## config.mk

```make
export PLATFORM = sky130hd
export DESIGN_NAME = dofs_top
export DESIGN_NICKNAME = d
export VERILOG_FILES = /design/src/rtl/dofs_top.v
export VERILOG_INCLUDE_DIRS = /design/src /design/src/rtl
export SDC_FILE = /design/constraint.sdc
export NUM_CORES = 1
export LEC_CHECK = 0
export BUFFER_PORTS_ARGS = -buffer_cell sky130_fd_sc_hd__buf_2
export CAP_MARGIN = 25
export CELL_PAD_IN_SITES_DETAIL_PLACEMENT = 1
export CELL_PAD_IN_SITES_GLOBAL_PLACEMENT = 1
export CORE_MARGIN = 2
export CORE_UTILIZATION = 38
export DETAILED_ROUTE_END_ITERATION = 16
export HOLD_SLACK_MARGIN = 0.08
export PLACE_DENSITY = 0.81
export SETUP_SLACK_MARGIN = 0.1
export SLEW_MARGIN = 10
export SYNTH_ARGS = -nofsm -noshare
export SYNTH_HDL_FRONTEND = slang
export SYNTH_SLANG_ARGS = --single-unit
export TNS_END_PERCENT = 50
```

## constraint.sdc

```tcl
create_clock -name clk_sys_in -period 6 [get_ports clk_sys_in]
set_clock_uncertainty 0.2 [all_clocks]
set_input_delay 0.6 -clock clk_sys_in [delete_from_list [all_inputs] [get_ports clk_sys_in]]
set_output_delay 0.6 -clock clk_sys_in [all_outputs]
set_load 0.03 [all_outputs]
```

## src/rtl/dofs_defines.vh

```
// Constants for the digital output function select block
`ifndef DOFS_DEFINES_VH
`define DOFS_DEFINES_VH

// ****************************************
// Object indexes
// ****************************************
`define DOFS_IDX_SUMMARY 16'h00c2
`define DOFS_IDX_FUNC1 16'h00c4
`define DOFS_IDX_THR1 16'h00c6
`define DOFS_IDX_USER1 16'h00cc
`define DOFS_IDX_FUNC2 16'h00ce
`define DOFS_IDX_THR2 16'h00d0
`define DOFS_IDX_USER2 16'h00d6

// ****************************************
// Reset values and field positions
// ****************************************
`define DOFS_FUNC_RST 8'h00
`define DOFS_THR_RST 64'h0000000000000000
`define DOFS_USER_RST 1'b0
`define DOFS_SUM_FIRST_BIT 1
`define DOFS_SUM_SECOND_BIT 0

// ****************************************
// Function codes
// ****************************************
`define DOFS_M_USER 8'h00
`define DOFS_M_MAINS 8'h01
`define DOFS_M_SWLIM 8'h02
`define DOFS_M_MOVED 8'h03
`define DOFS_M_INPOS 8'h04
`define DOFS_M_POSGT 8'h05
`define DOFS_M_POSLT 8'h06
`define DOFS_M_WARN 8'h07
`define DOFS_M_ENAB 8'h08
`define DOFS_M_RSVD 8'h09
`define DOFS_M_BRAKE 8'h0a
`define DOFS_M_FAULT 8'h0b
`define DOFS_M_VELGT 8'h0c
`define DOFS_M_VELLT 8'h0d
`define DOFS_M_HOMED 8'h0e
`define DOFS_M_LIMSW 8'h0f
`define DOFS_M_CMDBUF 8'h10
`define DOFS_M_TASKPOS 8'h11
`define DOFS_M_UNASGN 8'h12
`define DOFS_M_INDEX 8'h13
`define DOFS_M_NOSTOP 8'h14
`define DOFS_M_PSFAULT 8'h15

`endif

```

## src/rtl/dofs_top.v

```verilog
// Digital output function select: two outputs, their modes, thresholds and summary
//
// Contract
// - Summary word: first output left, second right
// - Per-output mode field, resets to zero
// - Codes 1-3: mains ready, soft limit, move done
// - Codes 4-6: in position, above, below threshold
// - Codes 7,8,10,11 status; code 9 reserved
// - Codes 12-13: absolute velocity above/below threshold
// - Codes 14-17: homed, limit OR, buffer, task
// - Codes 19-21: index, no stop, stage fault
// - Signed 64-bit threshold per output, resets zero
// - Position modes accept threshold within position limits
// - Velocity modes accept zero to velocity maximum
// - Other modes accept threshold zero only
// - Changed mode clears that output's threshold
// - User mode follows writable user level bit
`timescale 1ns/1ns
`default_nettype none
`include "dofs_defines.vh"

module dofs_top #(
    parameter LIM_W = 8
) (
    // Clock and reset
    input wire clk_sys_in,
    input wire rst_b_in,
    // Object access port
    input wire [15:0] obj_idx_in,
    input wire obj_wr_in,
    input wire obj_rd_in,
    input wire [63:0] obj_wdata_in,
    output reg [63:0] obj_rdata_out,
    output reg obj_ack_out,
    output reg obj_err_out,
    // Drive conditions
    input wire mains_ready_in,
    input wire soft_limit_in,
    input wire move_done_in,
    input wire in_position_in,
    input wire warning_in,
    input wire drive_enabled_in,
    input wire brake_in,
    input wire fault_in,
    input wire homed_in,
    input wire [LIM_W-1:0] limit_switch_flags_in,
    input wire cmd_buffer_active_in,
    input wire task_in_position_in,
    input wire index_pulse_in,
    input wire no_stop_active_in,
    input wire stage_fault_in,
    // Position and velocity with their limits
    input wire [63:0] position_in,
    input wire [63:0] velocity_in,
    input wire [63:0] position_min_in,
    input wire [63:0] position_max_in,
    input wire [63:0] velocity_max_in,
    // Output levels
    output reg first_output_out,
    output reg second_output_out
);

    // ****************************************
    // Decode helpers
    // ****************************************

    // Assigned codes only; 18 and anything past 21 are refused
    function mode_ok;
        input [63:0] v;
        begin
            mode_ok = (v <= {56'h0, `DOFS_M_PSFAULT}) &&
                      (v != {56'h0, `DOFS_M_UNASGN});
        end
    endfunction

    // Threshold range depends on the mode currently held
    function thr_ok;
        input [7:0] m;
        input [63:0] v;
        input [63:0] pmin;
        input [63:0] pmax;
        input [63:0] vmax;
        begin
            case (m)
                `DOFS_M_INPOS, `DOFS_M_POSGT, `DOFS_M_POSLT: begin
                    thr_ok = ($signed(v) >= $signed(pmin)) &&
                             ($signed(v) <= $signed(pmax));
                end
                `DOFS_M_VELGT, `DOFS_M_VELLT: begin
                    thr_ok = ($signed(v) >= $signed(64'h0)) &&
                             ($signed(v) <= $signed(vmax));
                end
                default: begin
                    thr_ok = (v == 64'h0);
                end
            endcase
        end
    endfunction

    // ****************************************
    // Shared conditions
    // ****************************************

    // Magnitude of velocity; most negative value wraps to itself
    wire [63:0] vel_abs = velocity_in[63] ? (~velocity_in + 64'h1) : velocity_in;
    wire lim_any = |limit_switch_flags_in;

    // ****************************************
    // Registers of both outputs
    // ****************************************
    reg [7:0] func_sel [0:1];
    reg [63:0] thr_val [0:1];
    reg [1:0] user_level;
    wire [1:0] out_level;
    wire [1:0] hit_func;
    wire [1:0] hit_thr;
    wire [1:0] hit_user;
    integer i;

    genvar g;
    generate
        for (g = 0; g < 2; g = g + 1) begin : gen_out
            wire [15:0] base_func = (g == 0) ? `DOFS_IDX_FUNC1 : `DOFS_IDX_FUNC2;
            wire [15:0] base_thr = (g == 0) ? `DOFS_IDX_THR1 : `DOFS_IDX_THR2;
            wire [15:0] base_user = (g == 0) ? `DOFS_IDX_USER1 : `DOFS_IDX_USER2;
            assign hit_func[g] = (obj_idx_in == base_func);
            assign hit_thr[g] = (obj_idx_in == base_thr);
            assign hit_user[g] = (obj_idx_in == base_user);

            // Condition picked by the mode; reserved and unused codes give 0
            reg pick;
            always @* begin
                pick = 1'b0;
                case (func_sel[g])
                    `DOFS_M_USER: pick = user_level[g];
                    `DOFS_M_MAINS: pick = mains_ready_in;
                    `DOFS_M_SWLIM: pick = soft_limit_in;
                    `DOFS_M_MOVED: pick = move_done_in;
                    `DOFS_M_INPOS: pick = in_position_in;
                    `DOFS_M_POSGT: pick = $signed(position_in) > $signed(thr_val[g]);
                    `DOFS_M_POSLT: pick = $signed(position_in) < $signed(thr_val[g]);
                    `DOFS_M_WARN: pick = warning_in;
                    `DOFS_M_ENAB: pick = drive_enabled_in;
                    `DOFS_M_RSVD: pick = 1'b0;
                    `DOFS_M_BRAKE: pick = brake_in;
                    `DOFS_M_FAULT: pick = fault_in;
                    `DOFS_M_VELGT: pick = vel_abs > thr_val[g];
                    `DOFS_M_VELLT: pick = vel_abs < thr_val[g];
                    `DOFS_M_HOMED: pick = homed_in;
                    `DOFS_M_LIMSW: pick = lim_any;
                    `DOFS_M_CMDBUF: pick = cmd_buffer_active_in;
                    `DOFS_M_TASKPOS: pick = task_in_position_in;
                    `DOFS_M_INDEX: pick = index_pulse_in;
                    `DOFS_M_NOSTOP: pick = no_stop_active_in;
                    `DOFS_M_PSFAULT: pick = stage_fault_in;
                    default: pick = 1'b0;
                endcase
            end
            assign out_level[g] = pick;
        end
    endgenerate

    // Object writes for both outputs in one process, so each register has one driver;
    // a changed mode wipes the threshold so a stale value never arms a comparison
    always @(posedge clk_sys_in or negedge rst_b_in) begin
        if (!rst_b_in) begin
            for (i = 0; i < 2; i = i + 1) begin
                func_sel[i] <= `DOFS_FUNC_RST;
                thr_val[i] <= `DOFS_THR_RST;
                user_level[i] <= `DOFS_USER_RST;
            end
        end else begin
            for (i = 0; i < 2; i = i + 1) begin
                if (obj_wr_in && hit_func[i]) begin
                    if (mode_ok(obj_wdata_in)) begin
                        func_sel[i] <= obj_wdata_in[7:0];
                        if (obj_wdata_in[7:0] != func_sel[i]) begin
                            thr_val[i] <= `DOFS_THR_RST;
                        end
                    end
                end else if (obj_wr_in && hit_thr[i]) begin
                    if (thr_ok(func_sel[i], obj_wdata_in, position_min_in,
                               position_max_in, velocity_max_in)) begin
                        thr_val[i] <= obj_wdata_in;
                    end
                end else if (obj_wr_in && hit_user[i]) begin
                    user_level[i] <= obj_wdata_in[0];
                end
            end
        end
    end

    // ****************************************
    // Output flops
    // ****************************************

    // One cycle of latency from condition to pin
    always @(posedge clk_sys_in or negedge rst_b_in) begin
        if (!rst_b_in) begin
            first_output_out <= 1'b0;
            second_output_out <= 1'b0;
        end else begin
            first_output_out <= out_level[0];
            second_output_out <= out_level[1];
        end
    end

    // ****************************************
    // Object access answer
    // ****************************************
    wire hit_sum = (obj_idx_in == `DOFS_IDX_SUMMARY);
    wire mapped = hit_sum | (|hit_func) | (|hit_thr) | (|hit_user);
    reg wr_bad;
    reg [63:0] next_rdata;

    // Refusal of a write: unmapped, read-only, or value out of range
    always @* begin
        wr_bad = !mapped || hit_sum;
        if (hit_func[0] || hit_func[1]) begin
            wr_bad = !mode_ok(obj_wdata_in);
        end else if (hit_thr[0] || hit_thr[1]) begin
            wr_bad = !thr_ok(hit_thr[0] ? func_sel[0] : func_sel[1], obj_wdata_in,
                             position_min_in, position_max_in,
                             velocity_max_in);
        end
    end

    // Read mux; summary shows the pin levels as driven
    always @* begin
        next_rdata = 64'h0;
        if (hit_sum) begin
            next_rdata[`DOFS_SUM_FIRST_BIT] = first_output_out;
            next_rdata[`DOFS_SUM_SECOND_BIT] = second_output_out;
        end else if (hit_func[0]) begin
            next_rdata[7:0] = func_sel[0];
        end else if (hit_func[1]) begin
            next_rdata[7:0] = func_sel[1];
        end else if (hit_thr[0]) begin
            next_rdata = thr_val[0];
        end else if (hit_thr[1]) begin
            next_rdata = thr_val[1];
        end else if (hit_user[0]) begin
            next_rdata[0] = user_level[0];
        end else if (hit_user[1]) begin
            next_rdata[0] = user_level[1];
        end
    end

    // Answer one cycle after the strobe; write wins if both strobes rise
    always @(posedge clk_sys_in or negedge rst_b_in) begin
        if (!rst_b_in) begin
            obj_rdata_out <= 64'h0;
            obj_ack_out <= 1'b0;
            obj_err_out <= 1'b0;
        end else begin
            obj_ack_out <= obj_wr_in | obj_rd_in;
            if (obj_wr_in) begin
                obj_err_out <= wr_bad;
            end else if (obj_rd_in) begin
                obj_err_out <= !mapped;
                obj_rdata_out <= next_rdata;
            end else begin
                obj_err_out <= 1'b0;
            end
        end
    end

endmodule

`default_nettype wire

```

==> results of run 1 <==
==> worst max path at each step <==
| stage | slack (ps) | cells past startpoint | startpoint | endpoint |
|---|---|---|---|---|
| floorplan | 840 | 20 | velocity_in[19] | first_output_out |
| global placement | 120 | 20 | velocity_in[19] | first_output_out |
| detailed placement | -150 | 20 | velocity_in[19] | first_output_out |
| CTS | 410 | 20 | velocity_in[19] | first_output_out |
| global route | 140 | 20 | velocity_in[19] | first_output_out |
| finish | 590 | 20 | velocity_in[19] | first_output_out |
==> what timing repair did <==
action	CTS	global route
gates resized for setup	0	2
endpoints found under the hold margin	42	0
setup endpoints to repair	0	1
setup buffers	0	0
hold buffers	2	0
==> worst reg2reg max path, delay by kind of cell (launching register included) <==
family / cells / cell delay, ps
flip-flops: 1 / 380
AO/OA/AOI/OAI: 1 / 80
adder cells (fa/ha/maj): 1 / 400
AND/OR/NAND/NOR: 8 / 2800
buffers and inverters: 1 / 100
==> state kept, by name, summed over array words and instances (netlist names) <==
register,cells
first_output_out,1
obj_ack_out,1
user_level,2
thr_val,128
func_sel,16
obj_rdata_out,64
second_output_out,1
obj_err_out,1
==> cells by family (layout without fill, tap and decap cells) <==
| kind of cell | after synthesis | in the layout | share of synthesized area, % |
|---|---|---|---|
| other cells | 0 | 10 | 0 |
| mux | 75 | 75 | 3.65 |
| flops | 214 | 214 | 24.4 |
| compound gates | 681 | 681 | 20.9 |
| fa+ha+maj | 450 | 450 | 25.6 |
| buf+inv | 428 | 927 | 8.26 |
| xor+xnor | 77 | 77 | 3.07 |
| simple gates | 598 | 598 | 14.1 |
==> area by class of cell <==
type                            count  area, um^2  area share (%)
Clock buffer                       32         724            2.76
Antenna cell                       10        25.0          0.0955
Clock inverter                     17         179           0.683
Sequential cell                   214        5360            20.4
Inverter                          348        1310            4.98
Timing Repair Buffer              530        2820            10.7
Tap cell                          765         957            3.65
Multi-Input combinational cell   1881       14800            56.6
==> cell usage after synthesis, types with 19 or more instances <==
master,n,share of area (%)
inv_1,348,5.9
o211ai_1,24,0.82
nand4_1,88,2.5
buf_6,27,1.4
o31ai_1,23,0.79
a22o_1,133,5.3
xnor2_1,68,2.7
nor3_1,43,0.98
nand3_1,63,1.4
dfrtp_1,214,24
nor4_1,39,1.1
ha_1,449,26
nand2_1,173,3.0
a21o_1,46,1.6
a21oi_1,153,3.5
a221oi_1,19,0.76
a211oi_1,25,0.85
clkbuf_1,47,0.80
mux2i_1,61,2.8
nor2_1,76,1.3
o21ai_0,164,3.7
==> where the power goes <==
group	total (uW)	switching [uW]	leakage, uW	internal [uW]
clock network	1700	708	0.000444	992
logic	1140	682	0.00922	455
registers	1450	0.440	0.00298	1440
total	4280	1390	0.0126	2890
==> per-stage QoR <==
stage / worst slack, ps / hold slack [ps] / total power, uW
floorplan: 835 / 104 / 2060
global placement: 123 / 258 / 2530
detailed placement: -155 / 265 / 2590
CTS: 409 / 138 / 4300
global route: 140 / 167 / 4490
finish: 590 / 160 / 4280
==> layer usage <==
| metal | up-vias | track usage (%) | part of all wire [%] |
|---|---|---|---|
| met5 | - | 0 | 0.078 |
| met4 | 12 | 12.1 | 4.1 |
| met3 | 203 | 5.39 | 6.1 |
| met2 | 748 | 53.9 | 48 |
| met1 | 11000 | 37.8 | 41 |
| li1 | 10200 | - | - |
==> impl_summary.txt, run 1 <==
----------------------------------------------------
[Min path]
  Beginning of the worst hold path ... obj_wdata_in[26]
  Path class of the lowest-slack min-delay path ... in2reg
  Hold worst-path end ... thr_val[26]
  Hold Path Depth ... 2

[Clock tree]
  Buffer depth of the longest clock path ... 3
  Clock tree from TritonCTS ... yes
  Clock network latency to the later pin of the worst-skew pair ... 570 ps
  Number of sinks handled by clock tree synthesis ... 214
  CTS H-tree depth ... 1
  Number of CTS-inserted buffers ... 27
  Clk slew on worst S/H paths ... 70 ps
  Root buffer selected by CTS ... clkbuf_16

[Final layout]
  Number of fill cells in the layout ... 7015
  Leading cell type in the layout, fill and taps excluded ... buf_2
  Area overhead of the layout relative to synthesis ... 19.2%
  Post-route cell area ... 26200 um^2
  Cell Count, Final, Fillers Out ... 3797
  Util after Layout ... 45.6%
  Commonest cells after routing, fill and taps aside ... buf_2 (492), ha_1 (449), inv_1 (348)
  Final nets ... 3877
  Proportion of layout cells with a drive suffix above 1 ... 20.4%

[Timing]
  Final critical-path required period ... 5410 ps
  Final worst-path cycle share ... 90.2%
  Max-slew violation count ... 0
  Max-slew headroom at the worst pin ... 31.0%
  Actual slew at the worst max-slew pin ... 1030 ps
  Unrepaired setup endpoints after global routing ... false
  Final Hold Viols ... 0
  Count of endpoints failing setup in the final report ... 0
  Achievable frequency ... 185 MHz
  Aggregate negative setup slack ... 0 ps

[Setup path]
  CP peak stage delay ... 560 ps
  Gate family responsible for the most delay along the worst path ... simple AND/OR/NAND/NOR gates
  R2R Setup Slk ... 1920 ps
  Most frequent cell on the critical path ... nand4_1
  Endpoint of the worst register-to-register path ... second_output_out
  Critical Path AT ... 5670 ps
  Cells along the critical path ... buf_2 > or4_1 > or4_4 > nor4_4 > nand3b_1 > or2_1 > nor3_2 > nand3_1 > o31ai_1 > xnor2_1 > ha_1 > nand4_1 > nor4_1 > nand4_1 > a2111oi_2 > nor3b_1 > o211ai_1 > mux2i_1 > nor2_1 > o31a_1
  Worst-path fanout max ... 6
  Buffers plus inverters on the worst setup path ... 1
  Worst setup EP type ... register
  Launching point of the worst reg2reg path ... thr_val[63]
  Critical Path Start Type ... primary input
  Reg2reg path depth ... 11
  Data required time of the critical path ... 6260 ps
  Critical path class ... in2reg
  Cell with the largest stage delay on the worst path ... or4_1

[Run status]
  Status ... complete, no violations

[GRT]
  Pin count of the biggest net entering global routing ... 102
  Number of antenna violations at the first check in global routing ... 15
  Gr usage total ... 30.9%
  GRT Residual Overflow ... 0
  Wire length of the first global-routing pass ... 142 mm
  Via count of the first global-routing pass ... 23800

[Detailed routing]
  Total number of vias ... 22200
  Routed wirelength normalized by instance count ... 25.1 um
  DRT antenna net count ... 0
  Length of the first detailed-routing pass in iterations ... 6
  Average via count per standard cell ... 5.85
  Routed wire length ... 95.2 mm
  Iter 0 DRT Violations ... 1549
  Drc violations ... 0

[Yosys]
  Number of distinct standard cells referenced by the synthesized netlist ... 72
  Most used flip-flop cell after synthesis ... dfrtp_1
  Gate count of the mapped netlist ... 2523
  Mean Syn Cell Area ... 8.72 um^2
  Number of warning messages in the yosys log ... 0
  Proportion of register bits with asynchronous set or reset after synthesis ... 100%
  Syn_nets ... 3398
  Syn Std Cell Area ... 22000 um^2
  Count of flip-flops with a built-in enable after synthesis ... 0
  Sequential element share of the synthesized area ... 24.4%
  Flip-flop and latch count after synthesis ... 214

[Power]
  Leakage dissipation ... 0.0126 uW
  Peak VDD IR ... 183 uV
  Power per unit of standard cell area ... 163 nW/um^2

[Die]
  Initial Util ... 38.3%
  I/O pin count ... 494
  Standard cell core area ... 57500 um^2
  Std cell rows ... 88
  Die area ... 59800 um^2
  Width of the die ... 245 um
  Y dimension of the die ... 245 um

[Placement]
  Placed instance count ... 3735
  Total cell area at the placement stage ... 25200 um^2
  Port bufs ... 493
  Half-perimeter wire length after detailed placement ... 79.9 mm
  Final GP Congestion ... 0.937

[Flow run]
  Max-cap viol count ... 0

----------------------------------------------------
Note: power is estimated with default switching activity, not from simulation.
==> inputs of run 2 (changes only) <==
CTS_BUF_LIST = sky130_fd_sc_hd__clkbuf_16   (was not set)
==> run 2 against run 1 <==
Effect of this change:
- global-route usage barely moved
- design area is 0.11% lower
- register-to-register slack about the same
- setup slack better by 22 ps
- first-iteration DRC count is 2.1% higher
- largest power group unchanged
- final cell count unchanged
- sequential power barely moved
==> impl_summary.txt, run 2 (synthesis gave the netlist of run 1 again) <==
----------------------------------------------------
[Run status]
  Status ... complete, no violations

[Detailed routing]
  Length of the first detailed-routing pass in iterations ... 6
  Total number of vias ... 22200
  Drc violations ... 0
  Iter 0 DRT Violations ... 1582
  Routed wire length ... 95.0 mm
  Average via count per standard cell ... 5.85
  Routed wirelength normalized by instance count ... 25.0 um
  DRT antenna net count ... 0

[Final layout]
  Area overhead of the layout relative to synthesis ... 19.0%
  Largest register FFs ... 128
  Final nets ... 3877
  Registers with the highest flip-flop counts ... thr_val: 128 flops, obj_rdata_out: 64 flops, func_sel: 16 flops
  Proportion of layout cells with a drive suffix above 1 ... 20.3%
  Util after Layout ... 45.5%
  Cell Count, Final, Fillers Out ... 3797
  Leading cell type in the layout, fill and taps excluded ... buf_2
  Number of fill cells in the layout ... 7018
  Commonest cells after routing, fill and taps aside ... buf_2 (492), ha_1 (449), inv_1 (350)
  Register with the highest flop count ... thr_val

[Timing]
  Max-slew headroom at the worst pin ... 30.2%
  Final worst-path cycle share ... 89.8%
  Count of endpoints failing setup in the final report ... 0
  Max-slew violation count ... 0
  Final Hold Viols ... 0
  Final critical-path required period ... 5390 ps
  Worst slack on hold paths ... 160 ps
  Actual slew at the worst max-slew pin ... 1040 ps
  Achievable frequency ... 186 MHz
  Unrepaired setup endpoints after global routing ... false

[Die]
  Width of the die ... 245 um
  Std cell rows ... 88
  Initial Util ... 38.3%
  Y dimension of the die ... 245 um
  Standard cell core area ... 57500 um^2
  Die area ... 59800 um^2
  I/O pin count ... 494

[Clock tree]
  Number of CTS-inserted buffers ... 27
  Number of sinks handled by clock tree synthesis ... 214
  Buffer depth of the longest clock path ... 3
  Root buffer selected by CTS ... clkbuf_16
  Clk slew on worst S/H paths ... 70 ps
  Clock network latency to the later pin of the worst-skew pair ... 570 ps
  Clock tree from TritonCTS ... yes
  CTS H-tree depth ... 1

[Power]
  Peak VDD IR ... 183 uV
  Leakage dissipation ... 0.0126 uW
  Power per unit of standard cell area ... 162 nW/um^2

[Setup path]
  CP peak stage delay ... 560 ps
  Worst-path fanout max ... 6
  Critical Path AT ... 5650 ps
  Most frequent cell on the critical path ... nand4_1
  Buffers plus inverters on the worst setup path ... 1
  Critical path class ... in2reg
  Gate family responsible for the most delay along the worst path ... simple AND/OR/NAND/NOR gates
  Cell with the largest stage delay on the worst path ... or4_1
  Critical Path Start Type ... primary input
  Cells along the critical path ... buf_2 > or4_1 > or4_4 > nor4_4 > nand3b_1 > or2_1 > nor3_2 > nand3_1 > o31ai_1 > xnor2_1 > ha_1 > nand4_1 > nor4_1 > nand4_1 > a2111oi_2 > nor3b_1 > o211ai_1 > mux2i_1 > nor2_1 > o31a_1
  Data required time of the critical path ... 6260 ps
  Worst setup EP type ... register
  R2R Setup Slk ... 1920 ps

[Placement]
  Half-perimeter wire length after detailed placement ... 79.9 mm
  Port bufs ... 493
  Final GP Congestion ... 0.937
  Placed instance count ... 3735

[GRT]
  Gr usage total ... 30.9%
  Via count of the first global-routing pass ... 23800
  Number of antenna violations at the first check in global routing ... 15
  GRT Residual Overflow ... 0
  Pin count of the biggest net entering global routing ... 102
  Wire length of the first global-routing pass ... 142 mm

[Min path]
  Path class of the lowest-slack min-delay path ... in2reg

[Flow run]
  Max-cap viol count ... 0

----------------------------------------------------
## run 2: cell types whose count changed in the layout (fill, tap and decap cells not counted), sizes merged
cell	previous run	this run
clkbuf	33	28
clkinv	8	11
inv	351	353
## run 2: power by group
group | internal (uW) | leakage (uW) | switching, uW | total (uW)
Sequential | 1440 | 0.00298 | 0.439 | 1450
Combinational | 455 | 0.00922 | 681 | 1140
Clock | 950 | 0.000436 | 706 | 1660
## run 2: final cells by class
| class | count | area [um^2] | share of cell area (%) |
|---|---|---|---|
| clock buffer | 27 | 676 | 2.58 |
| timing repair buffer | 530 | 2820 | 10.8 |
| multi-input combinational | 1881 | 14800 | 56.7 |
| inverter | 348 | 1310 | 4.99 |
| tap | 765 | 957 | 3.66 |
| sequential | 214 | 5360 | 20.5 |
| antenna | 10 | 25.0 | 0.0956 |
| clock inverter | 22 | 198 | 0.755 |
## run 2: worst reg2reg max path, cell delays in order, from the launching register on
cell and delay [ps]:
dfrtp_1 380, inv_1 100, ha_1 410, nand4_1 290
nor4_1 960, nand3_1 460, nor4_1 580, nor3_1 140
nand3_1 120, a2bb2oi_1 80, nor3_1 200, nand2_1 70
## run 2: final timing paths
kind / startpoint / endpoint / cells past startpoint
worst min-delay path: obj_idx_in[2] / user_level[1] / 3
worst max register to register: thr_val[63] / second_output_out / 11
min in group asynchronous: rst_b_in / obj_ack_out / 2
worst max-delay path: velocity_in[19] / first_output_out / 20
max in group asynchronous: rst_b_in / thr_val[29] / 4
worst min register to register: obj_rdata_out[0] / obj_rdata_out[0] / 1
## run 2: per-layer routing
layer | global-route usage, % | wire length, um | vias to the layer above | part of all wire (%)
met5 | 0 | 74 | - | 0.078
met4 | 12.2 | 3990 | 12 | 4.2
met3 | 5.40 | 5880 | 213 | 6.2
met2 | 53.7 | 45900 | 764 | 48
met1 | 37.9 | 39200 | 11000 | 41
li1 | - | - | 10200 | -
## run 2: per-stage QoR
step                      power, uW  setup WS (ps)  cell area [um^2]  TNS (ps)
final                          4240            612             26200         0
after floorplan                2060            835             22000         0
after detailed placement       2590           -155             25200      -155
after global placement         2530            123             25200         0
after CTS                      4260            409             26100         0
after global routing           4440            140             26200         0
## run 2: timing repair
action | 4_1_cts | 5_1_grt
gates resized for setup | 0 | 2
hold buffers | 2 | 0
setup endpoints to repair | 0 | 1
hold endpoints to repair | 42 | 0
buffers inserted | 0 | 0
==> inputs of run 3 (changes only) <==
ABC_AREA = 1   (was not set)
PLACE_DENSITY = 0.83   (was 0.81)
==> run 3 against run 2 <==
Effect of this change:
- clock-buffer cell count did not move
- fmax rose by 4.7%
- combinational power barely moved
- design area rose by 7.7%
- critical path depth rose by 7
- synthesized cell count rose by 37%
- via count rose by 18%
- die area rose by 9.5%
- core utilization fell by 0.79 points
==> impl_summary.txt, run 3 <==
----------------------------------------------------
[Clock tree]
  Number of CTS-inserted buffers ... 27
  Buffer depth of the longest clock path ... 3
  Clock network latency to the later pin of the worst-skew pair ... 580 ps
  Clock tree from TritonCTS ... yes
  Root buffer selected by CTS ... clkbuf_16
  Number of sinks handled by clock tree synthesis ... 214
  Clk slew on worst S/H paths ... 70 ps
  Number of gates resized after CTS ... 0
  CTS H-tree depth ... 1

[Timing]
  Final critical-path required period ... 5150 ps
  Actual slew at the worst max-slew pin ... 1120 ps
  Max-slew headroom at the worst pin ... 24.8%
  Count of endpoints failing setup in the final report ... 0
  Unrepaired setup endpoints after global routing ... false
  Max-slew violation count ... 0
  Final Hold Viols ... 0
  Aggregate negative setup slack ... 0 ps
  Final worst-path cycle share ... 85.8%
  Worst slack on hold paths ... 139 ps
  Achievable frequency ... 194 MHz

[Detailed routing]
  Iter 0 DRT Violations ... 2031
  Total number of vias ... 26200
  Routed wire length ... 101 mm
  DRT antenna net count ... 0
  Average via count per standard cell ... 5.47
  Drc violations ... 0
  Routed wirelength normalized by instance count ... 21.0 um
  Length of the first detailed-routing pass in iterations ... 5

[GRT]
  GRT Residual Overflow ... 0
  Via count of the first global-routing pass ... 26500
  Wire length of the first global-routing pass ... 154 mm
  Number of antenna violations at the first check in global routing ... 30
  Gr usage total ... 29.9%
  Pin count of the biggest net entering global routing ... 122

[Final layout]
  Area overhead of the layout relative to synthesis ... 16.8%
  Leading cell type in the layout, fill and taps excluded ... nand2_1
  Proportion of layout cells with a drive suffix above 1 ... 15.1%
  Final nets ... 4781
  Number of fill cells in the layout ... 8338
  Sequential cell area ... 5360 um^2
  Register with the highest flop count ... thr_val
  Registers with the highest flip-flop counts ... thr_val: 128 flops, obj_rdata_out: 64 flops, func_sel: 16 flops
  Area taken by multi-input logic gates ... 16400 um^2
  Largest register FFs ... 128
  Commonest cells after routing, fill and taps aside ... nand2_1 (946), inv_1 (510), buf_2 (492)

[Die]
  Die area ... 65500 um^2
  Y dimension of the die ... 256 um
  Std cell rows ... 92
  I/O pin count ... 494
  Width of the die ... 256 um
  Standard cell core area ... 63000 um^2
  Initial Util ... 38.3%

[Power]
  Leakage dissipation ... 0.0154 uW
  Peak VDD IR ... 191 uV
  Power consumption ... 4110 uW
  Power per unit of standard cell area ... 146 nW/um^2

[Yosys]
  Number of warning messages in the yosys log ... 0
  Most frequent cell after synthesis ... nand2_1
  Syn_nets ... 4336
  Syn Std Cell Area ... 24100 um^2
  Leading post-synthesis cells by cell area ... ha_1 (23%), dfrtp_1 (22%), nand2_1 (15%), inv_1 (7.8%), a21oi_1 (4.6%)
  Area leader, netlist ... ha_1
  Sequential element share of the synthesized area ... 22.2%
  Number of distinct standard cells referenced by the synthesized netlist ... 59
  Top-area cell type share of the netlist area ... 23.3%
  Gate count of the mapped netlist ... 3461
  Commonest cells in the synthesized netlist ... nand2_1 (946), inv_1 (501), ha_1 (449)
  Flip-flop and latch count after synthesis ... 214
  Mean Syn Cell Area ... 6.97 um^2
  Proportion of register bits with asynchronous set or reset after synthesis ... 100%
  Count of flip-flops with a built-in enable after synthesis ... 0
  Most used flip-flop cell after synthesis ... dfrtp_1

[Placement]
  Port bufs ... 493
  Half-perimeter wire length after detailed placement ... 81.8 mm
  Final GP Congestion ... 0.977

[Setup path]
  Critical Path Start Type ... primary input
  Data required time of the critical path ... 6250 ps
  Worst setup EP type ... register
  Critical path class ... in2reg
  Critical Path AT ... 5400 ps
  Worst-path fanout max ... 4

[Run status]
  Status ... complete, no violations

[Min path]
  Path class of the lowest-slack min-delay path ... in2reg

[Flow run]
  Max-cap viol count ... 0

----------------------------------------------------
[run 3: changes by cell type in the layout (fill, tap and decap cells not counted), moves of 69 or more]
cell,delta
a21oi_1,+69
inv_1,+160
nand2_1,+773
nor2_1,+126
nand3b_1,+127
a22o_1,-132
[run 3: metrics by stage]
step	setup WS [ps]	instances	util [%]	cell area (um^2)
floorplan	1970	3461	-	24100
global placement	757	4720	43.4	27300
detailed placement	476	4721	43.4	27300
CTS	1070	4770	44.7	28100
global route	367	4785	44.7	28200
finish	853	4791	44.8	28200
[run 3: metal layers]
metal  part of all wire [%]  track usage (%)
met5                   0.13                0
met4                    3.6             10.0
met3                    6.6             4.46
met2                     47             50.1
met1                     43             39.3
[run 3: cell type report]
class,instances,share of cell area (%)
well taps,846,3.76
flip-flops and latches,214,19.0
clock buffers,27,2.40
multi-input cells,2638,58.0
repair buffers,514,9.44
clock inverters,20,0.386
inverters,511,6.81
diodes,21,0.186
[run 3: kinds of logic (layout without fill, tap and decap cells)]
kind of cell	after synthesis	after routing	synth area share (%)
adder cells (fa/ha/maj)	449	449	23.3
flip-flops	214	214	22.2
XOR/XNOR	68	68	2.47
buffers and inverters	609	1072	10.2
AO/OA/AOI/OAI	510	510	11.7
other	0	21	0
AND/OR/NAND/NOR	1611	1611	30.2
[run 3: critical path, cell delays in order]
cell and delay [ps]:
buf_2 100, inv_1 190, ha_1 210, nand3_1 140, nor2_1 170, nand2_1 210, nor4_1 360, nand2_1 180
nor2_1 180, nand3_1 110, nand2_1 110, nand2_1 130, nor2_1 250, o21ai_1 160, nor2_1 210, xnor2_1 120
ha_1 280, nand2_1 60, nor4_1 630, and2_1 250, inv_1 50, nor4_1 220, nand2_1 130, nand3_1 90
nand2_1 50, nor2_1 120, nand3_1 80
[run 3: repair_timing]
action / CTS / global route
hold endpoints to repair: 94 / 0
setup buffers: 0 / 0
hold buffers: 2 / 0
[run 3: final timing paths]
| kind | from | to | slack, ps | depth (start not counted) |
|---|---|---|---|---|
| worst max-delay path | velocity_in[0] | second_output_out | 850 | 27 |
| worst min-delay path | obj_wr_in | obj_err_out | 140 | 3 |
| worst max register to register | thr_val[95] | first_output_out | 2670 | 12 |
| worst min register to register | thr_val[37] | thr_val[37] | 270 | 2 |
| max in group asynchronous | rst_b_in | obj_rdata_out[31] | 3990 | 3 |
| min in group asynchronous | rst_b_in | user_level[1] | 430 | 2 |
[run 3: where the power goes]
group | internal (uW) | switching, uW | total [uW]
registers | 1440 | 0.199 | 1440
clock network | 847 | 695 | 1540
logic | 444 | 677 | 1120
total | 2730 | 1370 | 4110
